===== src/common/rail_strobe_consts.vh =====
// constants for the rail strobe assignment block
// assumes a 10 MHz pclk and a 12-bit APB byte address
`ifndef RAIL_STROBE_CONSTS_VH
`define RAIL_STROBE_CONSTS_VH

// register indices; byte address is four times the index
`define IDX_BACKUP_SEQ     10'h024
`define IDX_SWITCH_LDO_SEQ 10'h025
`define IDX_OUT_PIN_SEQ    10'h026
`define IDX_UNLOCK         10'h030
`define IDX_SEQ_CTRL       10'h031
`define IDX_SEQ_STATUS     10'h032

// reset values
`define RST_BACKUP_SEQ     8'h00
`define RST_SWITCH_LDO_SEQ 8'h73
`define RST_OUT_PIN_SEQ    8'h03

// writable bits of the backup sequencing register
`define BACKUP_SEQ_WMASK   8'h33

// field positions
`define RAIL_A_LSB         0
`define RAIL_B_LSB         4
`define LINEAR_LSB         0
`define SWITCH_LSB         4
`define CTRL_UP_BIT        0
`define CTRL_DOWN_BIT      1
`define CTRL_FACTOR_BIT    2

// unlock key; arbitrary value
`define UNLOCK_KEY         8'h7d

// strobe ranges
`define BACKUP_STROBE_LO   4'h1
`define BACKUP_STROBE_HI   4'h2
`define MAIN_STROBE_LO     4'h3
`define MAIN_STROBE_HI     4'ha
`define FIRST_STROBE       4'h1
`define LAST_STROBE        4'ha

// timing
`define CLK_PERIOD_NS      100
`define STEP_DELAY_US      2000
`define STEP_DELAY_CYCLES  ((`STEP_DELAY_US * 1000) / `CLK_PERIOD_NS)
`define PD_DELAY_FACTOR    10

`endif


===== src/rtl/rail_strobe_assignment.v =====
// strobe assignment registers and strobe sequencer for backup, switch and ldo rails
// assumes an APB master on pclk and a freshness seal level synchronous to pclk
//
// Summary of operation
// - backup rail b strobe code in bits 5-4; 1 strobe1, 2 strobe2, volatile.
// - backup rail a strobe code in bits 1-0, same codes, nonvolatile backed.
// - strobes 1 and 2 run only while the freshness seal flag is zero.
// - after the seal is broken backup rails are never turned off.
// - load switch code in bits 7-4; codes 3h-Ah mean strobes 3-10.
// - linear regulator code in bits 3-0; codes 3h-Ah mean strobes 3-10.
// - backup register bits 7-6 and 3-2 read zero; strobe fields reset zero.
// - backup sequencing register at 0x24, reset 0x00.
// - switch/ldo sequencing register at 0x25, reset 0x73.
// - output pin sequencing register at 0x26, reset 0x03.
// - power-down strobe delays multiply by ten when the factor bit is set.
//
// Decided for this implementation: register access over APB.
`timescale 1ns/1ps
`include "rail_strobe_consts.vh"

module rail_strobe_assignment #(
    parameter integer STEP_CYCLES = `STEP_DELAY_CYCLES
) (
    input  wire        pclk,
    input  wire        presetn,
    input  wire        psel,
    input  wire        penable,
    input  wire        pwrite,
    input  wire [11:0] paddr,
    input  wire [31:0] pwdata,
    output wire [31:0] prdata,
    output wire        pready,
    output wire        pslverr,
    input  wire        freshness_seal_flag,
    output wire        backup_rail_a_en,
    output wire        backup_rail_b_en,
    output wire        load_switch_en,
    output wire        linear_reg_en,
    output wire [3:0]  active_strobe,
    output wire        seq_busy
);

    localparam [2:0] S_IDLE = 3'b001;
    localparam [2:0] S_UP   = 3'b010;
    localparam [2:0] S_DOWN = 3'b100;

    // counts worked out at full width, then cut to the counter
    localparam [31:0] UP_CNT    = STEP_CYCLES - 1;
    localparam [31:0] DOWN_CNT  = STEP_CYCLES * `PD_DELAY_FACTOR - 1;
    localparam [23:0] UP_LOAD   = UP_CNT[23:0];
    localparam [23:0] DOWN_LOAD = DOWN_CNT[23:0];

    reg  [7:0]  backup_seq_reg;
    reg  [7:0]  switch_ldo_seq_reg;
    reg  [7:0]  out_pin_seq_reg;
    reg         unlock_reg;
    reg         factor_reg;
    reg  [31:0] prdata_reg;
    reg         err_reg;
    reg  [2:0]  state_reg;
    reg  [2:0]  state_next;
    reg  [3:0]  strobe_reg;
    reg  [3:0]  strobe_next;
    reg  [23:0] wait_reg;
    reg  [23:0] wait_next;
    reg  [31:0] rd_mux;
    reg         rd_hit;

    wire [9:0]  word_idx;
    wire        setup_ph;
    wire        wr_acc;
    wire        wr_unlock;
    wire        wr_ctrl;
    wire        wr_seq_ok;
    wire        start_up;
    wire        start_down;
    wire        fire;
    wire        strobe_exec;
    wire [3:0]  rail_en;
    wire [15:0] rail_code;

    assign word_idx = paddr[11:2];
    assign setup_ph = psel & ~penable;
    assign wr_acc   = psel & penable & pwrite;
    assign pready   = 1'b1;
    assign prdata   = prdata_reg;
    assign pslverr  = psel & penable & err_reg;

    assign wr_unlock = wr_acc & (word_idx == `IDX_UNLOCK);
    assign wr_ctrl   = wr_acc & (word_idx == `IDX_SEQ_CTRL);
    assign wr_seq_ok = wr_acc & unlock_reg;

    // read mux and unmapped detection
    always @* begin
        rd_mux = 32'h0000_0000;
        rd_hit = 1'b1;
        case (word_idx)
            `IDX_BACKUP_SEQ:     rd_mux[7:0] = backup_seq_reg & `BACKUP_SEQ_WMASK;
            `IDX_SWITCH_LDO_SEQ: rd_mux[7:0] = switch_ldo_seq_reg;
            `IDX_OUT_PIN_SEQ:    rd_mux[7:0] = out_pin_seq_reg;
            `IDX_UNLOCK:         rd_mux[0]   = unlock_reg;
            `IDX_SEQ_CTRL:       rd_mux[`CTRL_FACTOR_BIT] = factor_reg;
            `IDX_SEQ_STATUS:     rd_mux[15:0] = {rail_en, strobe_reg, 1'b0, state_reg, 1'b0,
                                                 freshness_seal_flag, unlock_reg, seq_busy};
            default:             rd_hit = 1'b0;
        endcase
    end

    // read data and error captured in the setup phase
    always @(posedge pclk or negedge presetn) begin
        if (!presetn) begin
            prdata_reg <= 32'h0000_0000;
            err_reg    <= 1'b0;
        end else if (setup_ph) begin
            prdata_reg <= pwrite ? 32'h0000_0000 : rd_mux;
            err_reg    <= ~rd_hit;
        end
    end

    // unlock is consumed by the next write of any kind
    always @(posedge pclk or negedge presetn) begin
        if (!presetn) begin
            unlock_reg <= 1'b0;
        end else if (wr_acc) begin
            unlock_reg <= wr_unlock & (pwdata[7:0] == `UNLOCK_KEY);
        end
    end

    // sequencing registers
    always @(posedge pclk or negedge presetn) begin
        if (!presetn) begin
            backup_seq_reg     <= `RST_BACKUP_SEQ;
            switch_ldo_seq_reg <= `RST_SWITCH_LDO_SEQ;
            out_pin_seq_reg    <= `RST_OUT_PIN_SEQ;
        end else if (wr_seq_ok) begin
            if (word_idx == `IDX_BACKUP_SEQ) begin
                backup_seq_reg <= pwdata[7:0] & `BACKUP_SEQ_WMASK;
            end
            if (word_idx == `IDX_SWITCH_LDO_SEQ) begin
                switch_ldo_seq_reg <= pwdata[7:0];
            end
            if (word_idx == `IDX_OUT_PIN_SEQ) begin
                out_pin_seq_reg <= pwdata[7:0];
            end
        end
    end

    // control: start pulses and the power-down delay factor
    always @(posedge pclk or negedge presetn) begin
        if (!presetn) begin
            factor_reg <= 1'b0;
        end else if (wr_ctrl) begin
            factor_reg <= pwdata[`CTRL_FACTOR_BIT];
        end
    end

    assign start_up   = wr_ctrl & pwdata[`CTRL_UP_BIT];
    assign start_down = wr_ctrl & pwdata[`CTRL_DOWN_BIT] & ~pwdata[`CTRL_UP_BIT];

    assign fire        = (state_reg != S_IDLE) & (wait_reg == 24'h00_0000);
    assign strobe_exec = ~((strobe_reg <= `BACKUP_STROBE_HI) & freshness_seal_flag);

    // strobe walker
    always @* begin
        state_next  = state_reg;
        strobe_next = strobe_reg;
        wait_next   = wait_reg;
        case (state_reg)
            S_IDLE: begin
                if (start_up) begin
                    state_next  = S_UP;
                    strobe_next = `FIRST_STROBE;
                    wait_next   = 24'h00_0000;
                end else if (start_down) begin
                    state_next  = S_DOWN;
                    strobe_next = `LAST_STROBE;
                    wait_next   = 24'h00_0000;
                end
            end
            S_UP: begin
                if (wait_reg != 24'h00_0000) begin
                    wait_next = wait_reg - 24'h00_0001;
                end else if (strobe_reg == `LAST_STROBE) begin
                    state_next  = S_IDLE;
                    strobe_next = 4'h0;
                end else begin
                    strobe_next = strobe_reg + 4'h1;
                    wait_next   = UP_LOAD;
                end
            end
            S_DOWN: begin
                if (wait_reg != 24'h00_0000) begin
                    wait_next = wait_reg - 24'h00_0001;
                end else if (strobe_reg == `FIRST_STROBE) begin
                    state_next  = S_IDLE;
                    strobe_next = 4'h0;
                end else begin
                    strobe_next = strobe_reg - 4'h1;
                    wait_next   = factor_reg ? DOWN_LOAD : UP_LOAD;
                end
            end
            default: begin
                state_next  = S_IDLE;
                strobe_next = 4'h0;
                wait_next   = 24'h00_0000;
            end
        endcase
    end

    always @(posedge pclk or negedge presetn) begin
        if (!presetn) begin
            state_reg  <= S_IDLE;
            strobe_reg <= 4'h0;
            wait_reg   <= 24'h00_0000;
        end else begin
            state_reg  <= state_next;
            strobe_reg <= strobe_next;
            wait_reg   <= wait_next;
        end
    end

    assign seq_busy      = (state_reg != S_IDLE);
    assign active_strobe = strobe_reg;

    // per-rail codes: a, b, linear, switch
    assign rail_code[3:0]   = {2'b00, backup_seq_reg[`RAIL_A_LSB +: 2]};
    assign rail_code[7:4]   = {2'b00, backup_seq_reg[`RAIL_B_LSB +: 2]};
    assign rail_code[11:8]  = switch_ldo_seq_reg[`LINEAR_LSB +: 4];
    assign rail_code[15:12] = switch_ldo_seq_reg[`SWITCH_LSB +: 4];

    genvar i;
    generate
        for (i = 0; i < 4; i = i + 1) begin : rail
            wire [3:0] lo;
            wire [3:0] hi;
            wire [3:0] code;
            wire       match;
            wire       hold;
            reg        en_reg;
            assign lo    = (i < 2) ? `BACKUP_STROBE_LO : `MAIN_STROBE_LO;
            assign hi    = (i < 2) ? `BACKUP_STROBE_HI : `MAIN_STROBE_HI;
            assign code  = rail_code[i*4 +: 4];
            // out-of-range codes never match, leaving the rail unsequenced
            assign match = (code == strobe_reg) & (code >= lo) & (code <= hi);
            assign hold  = (i < 2) & freshness_seal_flag;
            always @(posedge pclk or negedge presetn) begin
                if (!presetn) begin
                    en_reg <= 1'b0;
                end else if (fire & strobe_exec & match) begin
                    if (state_reg == S_UP) begin
                        en_reg <= 1'b1;
                    end else if (!hold) begin
                        en_reg <= 1'b0;
                    end
                end
            end
            assign rail_en[i] = en_reg;
        end
    endgenerate

    assign backup_rail_a_en = rail_en[0];
    assign backup_rail_b_en = rail_en[1];
    assign linear_reg_en    = rail_en[2];
    assign load_switch_en   = rail_en[3];

endmodule


===== config.mk =====
export PLATFORM = sky130hd
export DESIGN_NAME = rail_strobe_assignment
export DESIGN_NICKNAME = d
export VERILOG_FILES = /design/src/rtl/rail_strobe_assignment.v
export VERILOG_INCLUDE_DIRS = /design/src /design/src/common
export SDC_FILE = /design/constraint.sdc
export NUM_CORES = 1
export LEC_CHECK = 0
export ABC_AREA = 0
export BUFFER_PORTS_ARGS = -buffer_cell sky130_fd_sc_hd__buf_2
export CORE_UTILIZATION = 40
export DETAILED_ROUTE_END_ITERATION = 7
export PLACE_DENSITY = 0.68
export SLEW_MARGIN = 20
export SYNTH_ARGS = -nofsm -noshare
export SYNTH_HDL_FRONTEND = slang
export SYNTH_SLANG_ARGS = --single-unit
export TNS_END_PERCENT = 10

===== constraint.sdc =====
create_clock -name pclk -period 2.39 [get_ports pclk]
set_clock_uncertainty 0.05 [all_clocks]
set_input_delay 0.239 -clock pclk [delete_from_list [all_inputs] [get_ports pclk]]
set_output_delay 0.239 -clock pclk [all_outputs]
set_load 0.02 [all_outputs]

# Word level (Yosys, flattened, before mapping)
# Index checks and enable logic that the tools add are counted.
# word_totals
regBits	90
inputBits	50
out_inout_bits	43
word_cells	124
# op_classes
addsub	3
magnitude_cmp	9
n_eq_ne	25
n_mux	32
n_bitwise	30
n_reduce_logical	11
# ops
op	count
24-bit two-way mux	6
24-bit case mux with 3 select lines	1
10-bit by 6-bit equality test with 1-bit output, second input constant	6
1-bit AND	26
24-bit logical NOT	1
4-bit two-way mux	6
24-bit nonzero test	1
24-bit by 1-bit subtractor with 24-bit output, second input constant	1
5-bit case mux with 4 select lines	1
18-bit two-way mux	1
3-bit two-way mux	6
16-bit two-way mux	1
4-bit case mux with 3 select lines	1
2-bit AND reduction	5
3-bit inequality test, second input constant	3
3-bit case mux with 3 select lines	1
2-bit by 4-bit equality test with 1-bit output	2
4-bit equality test	2
8-bit by 7-bit equality test with 1-bit output, second input constant	1
4-bit by 2-bit greater-or-equal comparator with 1-bit output, second input constant	2
4-bit less-or-equal comparator, second input constant	2
8-bit two-way mux	1
2-bit inequality test, second input constant	4
1-bit case mux with 4 select lines	2
18 further kinds	27

# Logic depth before layout (Yosys ltp)
# Gate-level depths: netlist of the first run.
# logic_depth
word_depth	8
mapped_depth	9
depth_no_buf	7

# Worst setup path before layout of the first run
# OpenSTA, ideal clock, no wires.
# synth_path
kind	input to register
startpoint	input port paddr[5]
endpoint	register wait_reg[10]
setup_ns	0.126
arrival_ns	2.370
required_ns	2.214
setup_slack_ns	-0.156
stages	7
path_buffers	2
path_cell_list	or4b_4 buf_6 or4b_4 o21a_4 or2_1 buf_6 a221o_1
# synth_between
elab_chain_len	6
word_cells_on_any_way	9
cone_classes	eq/ne (2); mux (2); bitwise (4); reduce/logical (1)
# synth_lines
item	line	rtl
from (decl)	rail_strobe_assignment.v:29	input wire [11:0] paddr,
10-bit by 6-bit equality test with 1-bit output (*)	--	
1-bit AND (*)	rail_strobe_assignment.v:90	assign wr_ctrl = wr_acc & (word_idx == `IDX_SEQ_CTRL);
1-bit AND (2 in a row)	rail_strobe_assignment.v:158	assign start_down = wr_ctrl & pwdata[`CTRL_DOWN_BIT] & ~pwdata[`CTRL_UP_BIT];
3-bit inequality test (no line)	--	
3-bit AND reduction (no line)	--	
to (signal assigned)	rail_strobe_assignment.v:218	wait_reg <= wait_next;
to (decl)	rail_strobe_assignment.v:64	reg [23:0] wait_reg;
# Mark *: on every way between the ends. The rest lies on a longest branch, timed or not.
# A chain may end at the register's enable or synchronous reset.

# Final worst setup path of the first run
# layout_path
startpoint	register strobe_reg[0] (netlist: active_strobe[0])
endpoint	register wait_reg[16]
# layout_between
elab_chain_len	3
word_cells_on_any_way	5
cone_classes	eq/ne (4); reduce/logical (1)
# layout_lines
item	line	rtl
from (decl)	rail_strobe_assignment.v:62	reg [3:0] strobe_reg;
from (signal assigned)	rail_strobe_assignment.v:217	strobe_reg <= strobe_next;
4-bit by 1-bit equality test with 1-bit output (no line) / 4-bit equality test (equally long branches)	--	
3-bit inequality test (no line)	--	
3-bit AND reduction (no line) (*)	--	
# Marked as above.

==> flow_metrics.py, run 1 <==
metrics = {
    "routing": {
        "dr.pass1.iters": 4,
        "viasPerCell": 5.80,
        "drt_iter0_drc": 324,
        "vias": 3869,
        "wl_mm": 11.2,
        "post-route-drc-count": 0,
        "routedWlPerCell_um": 16.7,
        "detail-route-antenna-nets": 0,
    },
    "worst_setup_path": {
        "crit_arrival_ns": 2.44,
        "path_max_fanout": 10,
        "worstPathCellList": "inv_1 -> ha_1 -> a32oi_1 -> nor4_2 -> or2_1 -> a221o_1",
        "required_ns": 2.58,
        "rr_endpoint": "wait_reg[16]",
        "rr_startpoint": "active_strobe[0]",
        "r2r_slack_ns": 0.14,
        "path_class": "register to register",
        "r2r_cells": 6,
        "critPathLaunchType": "register",
        "critPathMaxStageDelay_ns": 0.54,
        "slowest_stage": "dfrtp_1",
        "end_kind": "register",
    },
    "clock_tree": {
        "cts_num_sinks": 74,
        "tritoncts": "yes",
        "max-clock-path-buffers": 2,
        "root_buffer": "clkbuf_8",
        "cts_hold_buf": 0,
        "cts.repair.resized": 0,
        "path_clk_slew_ns": 0.09,
        "numCtsBuffers": 9,
        "h-tree-depth": 3,
        "cts_setup_buffers": 0,
        "clkLatencyLatePin_ns": 0.36,
    },
    "floorplan": {
        "io_pins": 93,
        "die_area_mm2": 0.0113,
        "core_mm2": 0.0104,
        "die_w_um": 106,
        "start_util_pct": 41.8,
        "die_height_um": 106,
        "num_rows": 37,
    },
    "cells_and_area": {
        "final_nets": 582,
        "largest_reg_flops": 24,
        "fin_cells": 667,
        "diodes": 0,
        "drive_gt1_share_pct": 29.4,
        "fill_cells": 961,
        "utilization_pct": 49.7,
        "syn2layout_area_growth_pct": 19.0,
    },
    "placed_design": {
        "portBuffers": 49,
        "place_congestion": 0.868,
        "place_inst": 651,
        "hpwl_mm": 8.29,
        "dp_worst_setup_slack_ns": -0.139,
    },
    "sta": {
        "drv_slew": 0,
        "max_freq_ghz": 0.444,
        "slew_headroom_pct": 37.1,
        "grt_setup_unrepaired": "no",
        "fin_crit_sh_pct": 94.2,
        "fin_hold_ws_ns": -0.0331,
        "worst_pin_slew_ns": 0.944,
        "period_minus_slack_ns": 2.25,
        "fin_ws_ns": 0.139,
        "finalSetupViolations": 0,
        "hold_violations": 38,
    },
    "global_route": {
        "grt.total_usage_pct": 21.0,
        "grt_pass1_wl_mm": 18.7,
        "grt_overflow": 0,
        "grt_max_degree": 75,
        "grt_pass1_vias": 3762,
        "antenna_found_initial": 0,
    },
    "pwr": {
        "ir_drop_uv": 415,
        "net-switching-power_w": 0.00236,
        "combPwrFrac_pct": 51.0,
        "powerDensity_mw_per_mm2": 1070,
        "seqPwrFrac_pct": 30.9,
        "leakage_nw": 2.40,
        "sw_frac_of_total_pct": 42.4,
        "p_int_w": 0.00320,
        "clkPwrFrac_pct": 18.1,
    },
    "synth": {
        "synth_edf_count": 0,
        "postSynthAreaPerCell_um2": 9.72,
        "ys.flop_type": "dfrtp_1",
        "ys_types": 68,
        "yosysWarnings": 0,
        "synthArstFlopShare_pct": 100,
        "ys_seq_area_share_pct": 42.8,
        "synth_seq_cells": 74,
        "netlist_instances": 448,
        "synth.cell_area_mm2": 0.00435,
    },
    "outcome": {
        "violations": "negative hold slack",
        "status": "complete, but fails checks",
    },
    "job": {
        "drv_cap": 0,
    },
    "worst_hold_path": {
        "hold_class": "input port to asynchronous set/reset pin",
    },
}
==> power groups by stage <==
stage	clock [W]	combinational, W	sequential [W]
finish	0.00100	0.00283	0.00172
global route	0.00108	0.00311	0.00175
CTS	0.00102	0.00281	0.00171
detailed placement	0	0.00279	0.00173
global placement	0	0.00271	0.00172
floorplan	0	0.00182	0.00165
==> stage by stage <==
step                      TNS (ns)  power [W]  cell area [um^2]
after floorplan             -0.244    0.00347              4440
after global placement      -0.560    0.00443              4970
after detailed placement    -0.690    0.00452              4970
after CTS                        0    0.00554              5170
after global routing             0    0.00594              5180
final                            0    0.00556              5180
==> critical path: cells and delay by family, from the launching register on <==
family	cells	cell delay (ns)
adders and majority gates	1	0.27
AOI/OAI and AO/OA	2	0.67
DFF	1	0.54
buffers and inverters	1	0.16
and+or+nand+nor	2	0.45
==> how the worst max path moves through the flow <==
stage	startpoint	end	slack, ns
floorplan	paddr[5]	wait_reg[10]	-0.07
global placement	paddr[5]	wait_reg[16]	-0.12
detailed placement	paddr[5]	wait_reg[16]	-0.14
CTS	wait_reg[0]	wait_reg[8]	0.1
global route	wait_reg[0]	wait_reg[14]	0.0004
finish	active_strobe[0]	wait_reg[16]	0.14
==> Yosys cell counts (7+ instances only) <==
master	instances	area [um^2]
dfstp_2	8	210
nor4_1	11	68.8
a211oi_1	9	67.6
mux2_2	19	214
xnor2_1	7	61.3
clkbuf_1	17	63.8
and3_1	10	62.6
a22o_1	14	123
buf_4	17	128
nand3_1	13	65.1
nor2_1	17	63.8
a21o_1	7	52.6
o31ai_1	7	52.6
inv_1	16	60.1
nor3_1	11	55.1
nand2_1	34	128
a21oi_1	14	70.1
dfrtp_1	66	1650
o21ai_0	23	115
==> metal layers <==
| layer | wire, um | share of wire (%) | GRT usage, % | vias to the layer above |
|---|---|---|---|---|
| met2 | 5090 | 46 | 32.7 | 97 |
| met5 | 0 | 0 | 0 | - |
| met4 | 196 | 1.8 | 7.84 | 0 |
| met1 | 5350 | 48 | 29.0 | 1925 |
| met3 | 533 | 4.8 | 3.68 | 13 |
| li1 | - | - | - | 1834 |
==> cell families (layout without fill, tap and decap cells) <==
kind of cell             count (synthesis)  in the layout  share of synthesized area [%]
AND/OR/NAND/NOR                        152            152                           20.0
adder cells (fa/ha/maj)                  6              6                           1.72
XOR/XNOR                                 8              8                           1.61
multiplexers                            20             20                           5.15
flip-flops                              74             74                           42.8
buffers and inverters                   56            124                           6.73
AO/OA/AOI/OAI                          130            130                           21.9
other                                    2             17                          0.173
==> layout make-up <==
cell class	instances	area, um^2	share of cell area [%]
Clock inverter	7	76.3	1.47
Inverter	16	60.1	1.16
Tap cell	136	170	3.28
Sequential cell	74	1860	35.9
Multi-Input combinational cell	333	2290	44.3
Timing Repair Buffer	92	596	11.5
Clock buffer	9	124	2.39
==> cells in the final DEF, fill, tap and decap left out, types with 7 or more instances in the layout <==
master	Yosys	final
o21ai_0	23	23
a21o_1	7	7
nand3_1	13	13
dfrtp_1	66	66
a211oi_1	9	9
xnor2_1	7	7
buf_4	17	42
nor2_1	17	17
and3_1	10	10
clkbuf_8	0	9
nor3_1	11	11
conb_1	2	17
a22o_1	14	14
a21oi_1	14	14
o31ai_1	7	7
buf_2	3	48
inv_1	16	16
nor4_1	11	7
nand2_1	34	34
mux2_2	19	19
dfstp_2	8	8
Note: power is estimated with default switching activity, not from simulation.
==> run 2, diff against run 1 <==
--- a/config.mk
+++ b/config.mk
@@ -10,7 +10,7 @@
 export BUFFER_PORTS_ARGS = -buffer_cell sky130_fd_sc_hd__buf_2
 export CORE_UTILIZATION = 40
 export DETAILED_ROUTE_END_ITERATION = 7
-export PLACE_DENSITY = 0.68
+export PLACE_DENSITY = 0.66
 export SLEW_MARGIN = 20
 export SYNTH_ARGS = -nofsm -noshare
 export SYNTH_HDL_FRONTEND = slang
==> constraint.sdc (replaced) <==
create_clock -name pclk -period 2.9 [get_ports pclk]
set_clock_uncertainty 0.05 [all_clocks]
set_input_delay 0.29 -clock pclk [delete_from_list [all_inputs] [get_ports pclk]]
set_output_delay 0.29 -clock pclk [all_outputs]
set_load 0.02 [all_outputs]
==> run 2 against run 1 <==
Net effect:
- the flow now finishes without violations
- sequential power decreased by 17%
- die area unchanged
- clock power down 16%
- clock-buffer cell count stayed put
- critical path depth is 1 higher
- non-clock buffer count fell by 18
- largest cell class unchanged
- critical endpoint is now wait_reg[4]
- combinational power decreased by 27%
- register-to-register slack better by 0.14 ns
- maximum frequency down 14%
- power is 22% lower
- critical path type unchanged
- wire length down 0.90%
==> flow_metrics.py, run 2 (synthesized netlist as in run 1, its figures left out) <==
metrics = {
    "sta": {
        "hold_violations": 0,
        "drv_slew": 0,
        "worst_pin_slew_ns": 0.942,
        "fin_ws_ns": 0.279,
        "finalSetupTns_ns": 0,
        "finalSetupViolations": 0,
        "slew_headroom_pct": 37.2,
        "max_freq_ghz": 0.382,
        "fin_crit_sh_pct": 90.4,
        "grt_setup_unrepaired": "no",
        "fin_hold_ws_ns": 0.0225,
        "period_minus_slack_ns": 2.62,
    },
    "routing": {
        "wl_mm": 11.1,
        "drt_iter0_drc": 265,
        "viasPerCell": 5.88,
        "routedWlPerCell_um": 17.1,
        "post-route-drc-count": 0,
        "dr.pass1.iters": 5,
        "vias": 3819,
        "detail-route-antenna-nets": 0,
    },
    "floorplan": {
        "die_w_um": 106,
        "die_area_mm2": 0.0113,
        "core_mm2": 0.0104,
        "num_rows": 37,
        "io_pins": 93,
        "die_height_um": 106,
        "start_util_pct": 41.8,
    },
    "clock_tree": {
        "h-tree-depth": 3,
        "cts.repair.resized": 0,
        "cts_hold_buf": 0,
        "numCtsBuffers": 9,
        "clkLatencyLatePin_ns": 0.37,
        "tritoncts": "yes",
        "path_clk_slew_ns": 0.08,
        "cts_setup_buffers": 0,
        "max-clock-path-buffers": 2,
        "root_buffer": "clkbuf_8",
        "cts_num_sinks": 74,
    },
    "worst_setup_path": {
        "rr_startpoint": "wait_reg[0]",
        "crit_family": "simple AND/OR/NAND/NOR gates",
        "slowest_stage": "nor4b_1",
        "path_max_fanout": 11,
        "critPathLaunchType": "register",
        "crit_arrival_ns": 2.81,
        "r2r_cells": 7,
        "critPathMaxStageDelay_ns": 0.45,
        "rr_endpoint": "wait_reg[4]",
        "path_class": "register to register",
        "end_kind": "register",
        "required_ns": 3.09,
        "r2r_slack_ns": 0.28,
        "worst-path-buf-inv": 1,
        "worstPathCellList": "inv_1 -> ha_1 -> nor4b_1 -> and4_1 -> a21o_1 -> nand2_1 -> a221o_1",
    },
    "cells_and_area": {
        "drive_gt1_share_pct": 25.7,
        "diodes": 0,
        "final_nets": 564,
        "fill_cells": 996,
        "largest_reg_flops": 24,
        "final_common_cell": "dfrtp_1",
        "syn2layout_area_growth_pct": 14.5,
        "fin_area_mm2": 0.00498,
        "layout_common_cells": "dfrtp_1 (66), buf_2 (48), nand2_1 (34)",
    },
    "placed_design": {
        "dp_worst_setup_slack_ns": 0.179,
        "placed_area_mm2": 0.00478,
        "portBuffers": 49,
        "hpwl_mm": 8.11,
        "place_congestion": 0.896,
    },
    "global_route": {
        "grt_pass1_vias": 3676,
        "grt.total_usage_pct": 20.9,
        "antenna_found_initial": 0,
        "grt_max_degree": 75,
        "grt_overflow": 0,
        "grt_pass1_wl_mm": 18.5,
    },
    "pwr": {
        "powerDensity_mw_per_mm2": 871,
        "ir_drop_uv": 325,
        "leakage_nw": 2.29,
    },
    "worst_hold_path": {
        "hold_class": "input port to asynchronous set/reset pin",
    },
    "outcome": {
        "status": "finished, final reports clean",
    },
    "job": {
        "drv_cap": 0,
    },
}
run 2: cell count changes in the layout (fill, tap and decap cells not counted), moves of 2 or more:
cell	change
nor4_2	-4
buf_4	-16
nor4_1	+4
buf_12	-2
run 2: routing by layer:
metal / vias to the layer above / part of all wire (%) / track usage [%]
met5: - / 0 / 0
met1: 1884 / 48 / 28.6
li1: 1792 / - / -
met4: 0 / 2.8 / 10.9
met2: 121 / 45 / 32.1
met3: 22 / 4.9 / 2.70
run 2: cell type report:
class	instances	area (um^2)	area share, %
well taps	136	170	3.42
multi-input cells	333	2250	45.3
clock inverters	7	76.3	1.53
clock buffers	9	124	2.49
repair buffers	74	435	8.74
inverters	16	60.1	1.21
flip-flops and latches	74	1860	37.4
run 2: where the power goes:
group,switching [W],internal (W)
logic,0.00122,0.000859
registers,0.000233,0.00119
clock network,0.000435,0.000403
run 2: how the worst max path moves through the flow:
stage | depth (start not counted) | endpoint | from
2_1_floorplan | 7 | wait_reg[10] | paddr[5]
3_3_place_gp | 6 | wait_reg[16] | paddr[2]
3_5_place_dp | 6 | wait_reg[4] | paddr[2]
4_1_cts | 7 | wait_reg[4] | wait_reg[0]
5_1_grt | 7 | wait_reg[4] | wait_reg[0]
6_report | 7 | wait_reg[4] | wait_reg[0]
run 2: metrics by stage:
step                total power [W]  instances  util (%)
floorplan                   0.00283        463         -
global placement            0.00344        633      45.9
detailed placement          0.00350        633      45.9
CTS                         0.00434        649      47.8
global route                0.00465        649      47.8
finish                      0.00434        649      47.8
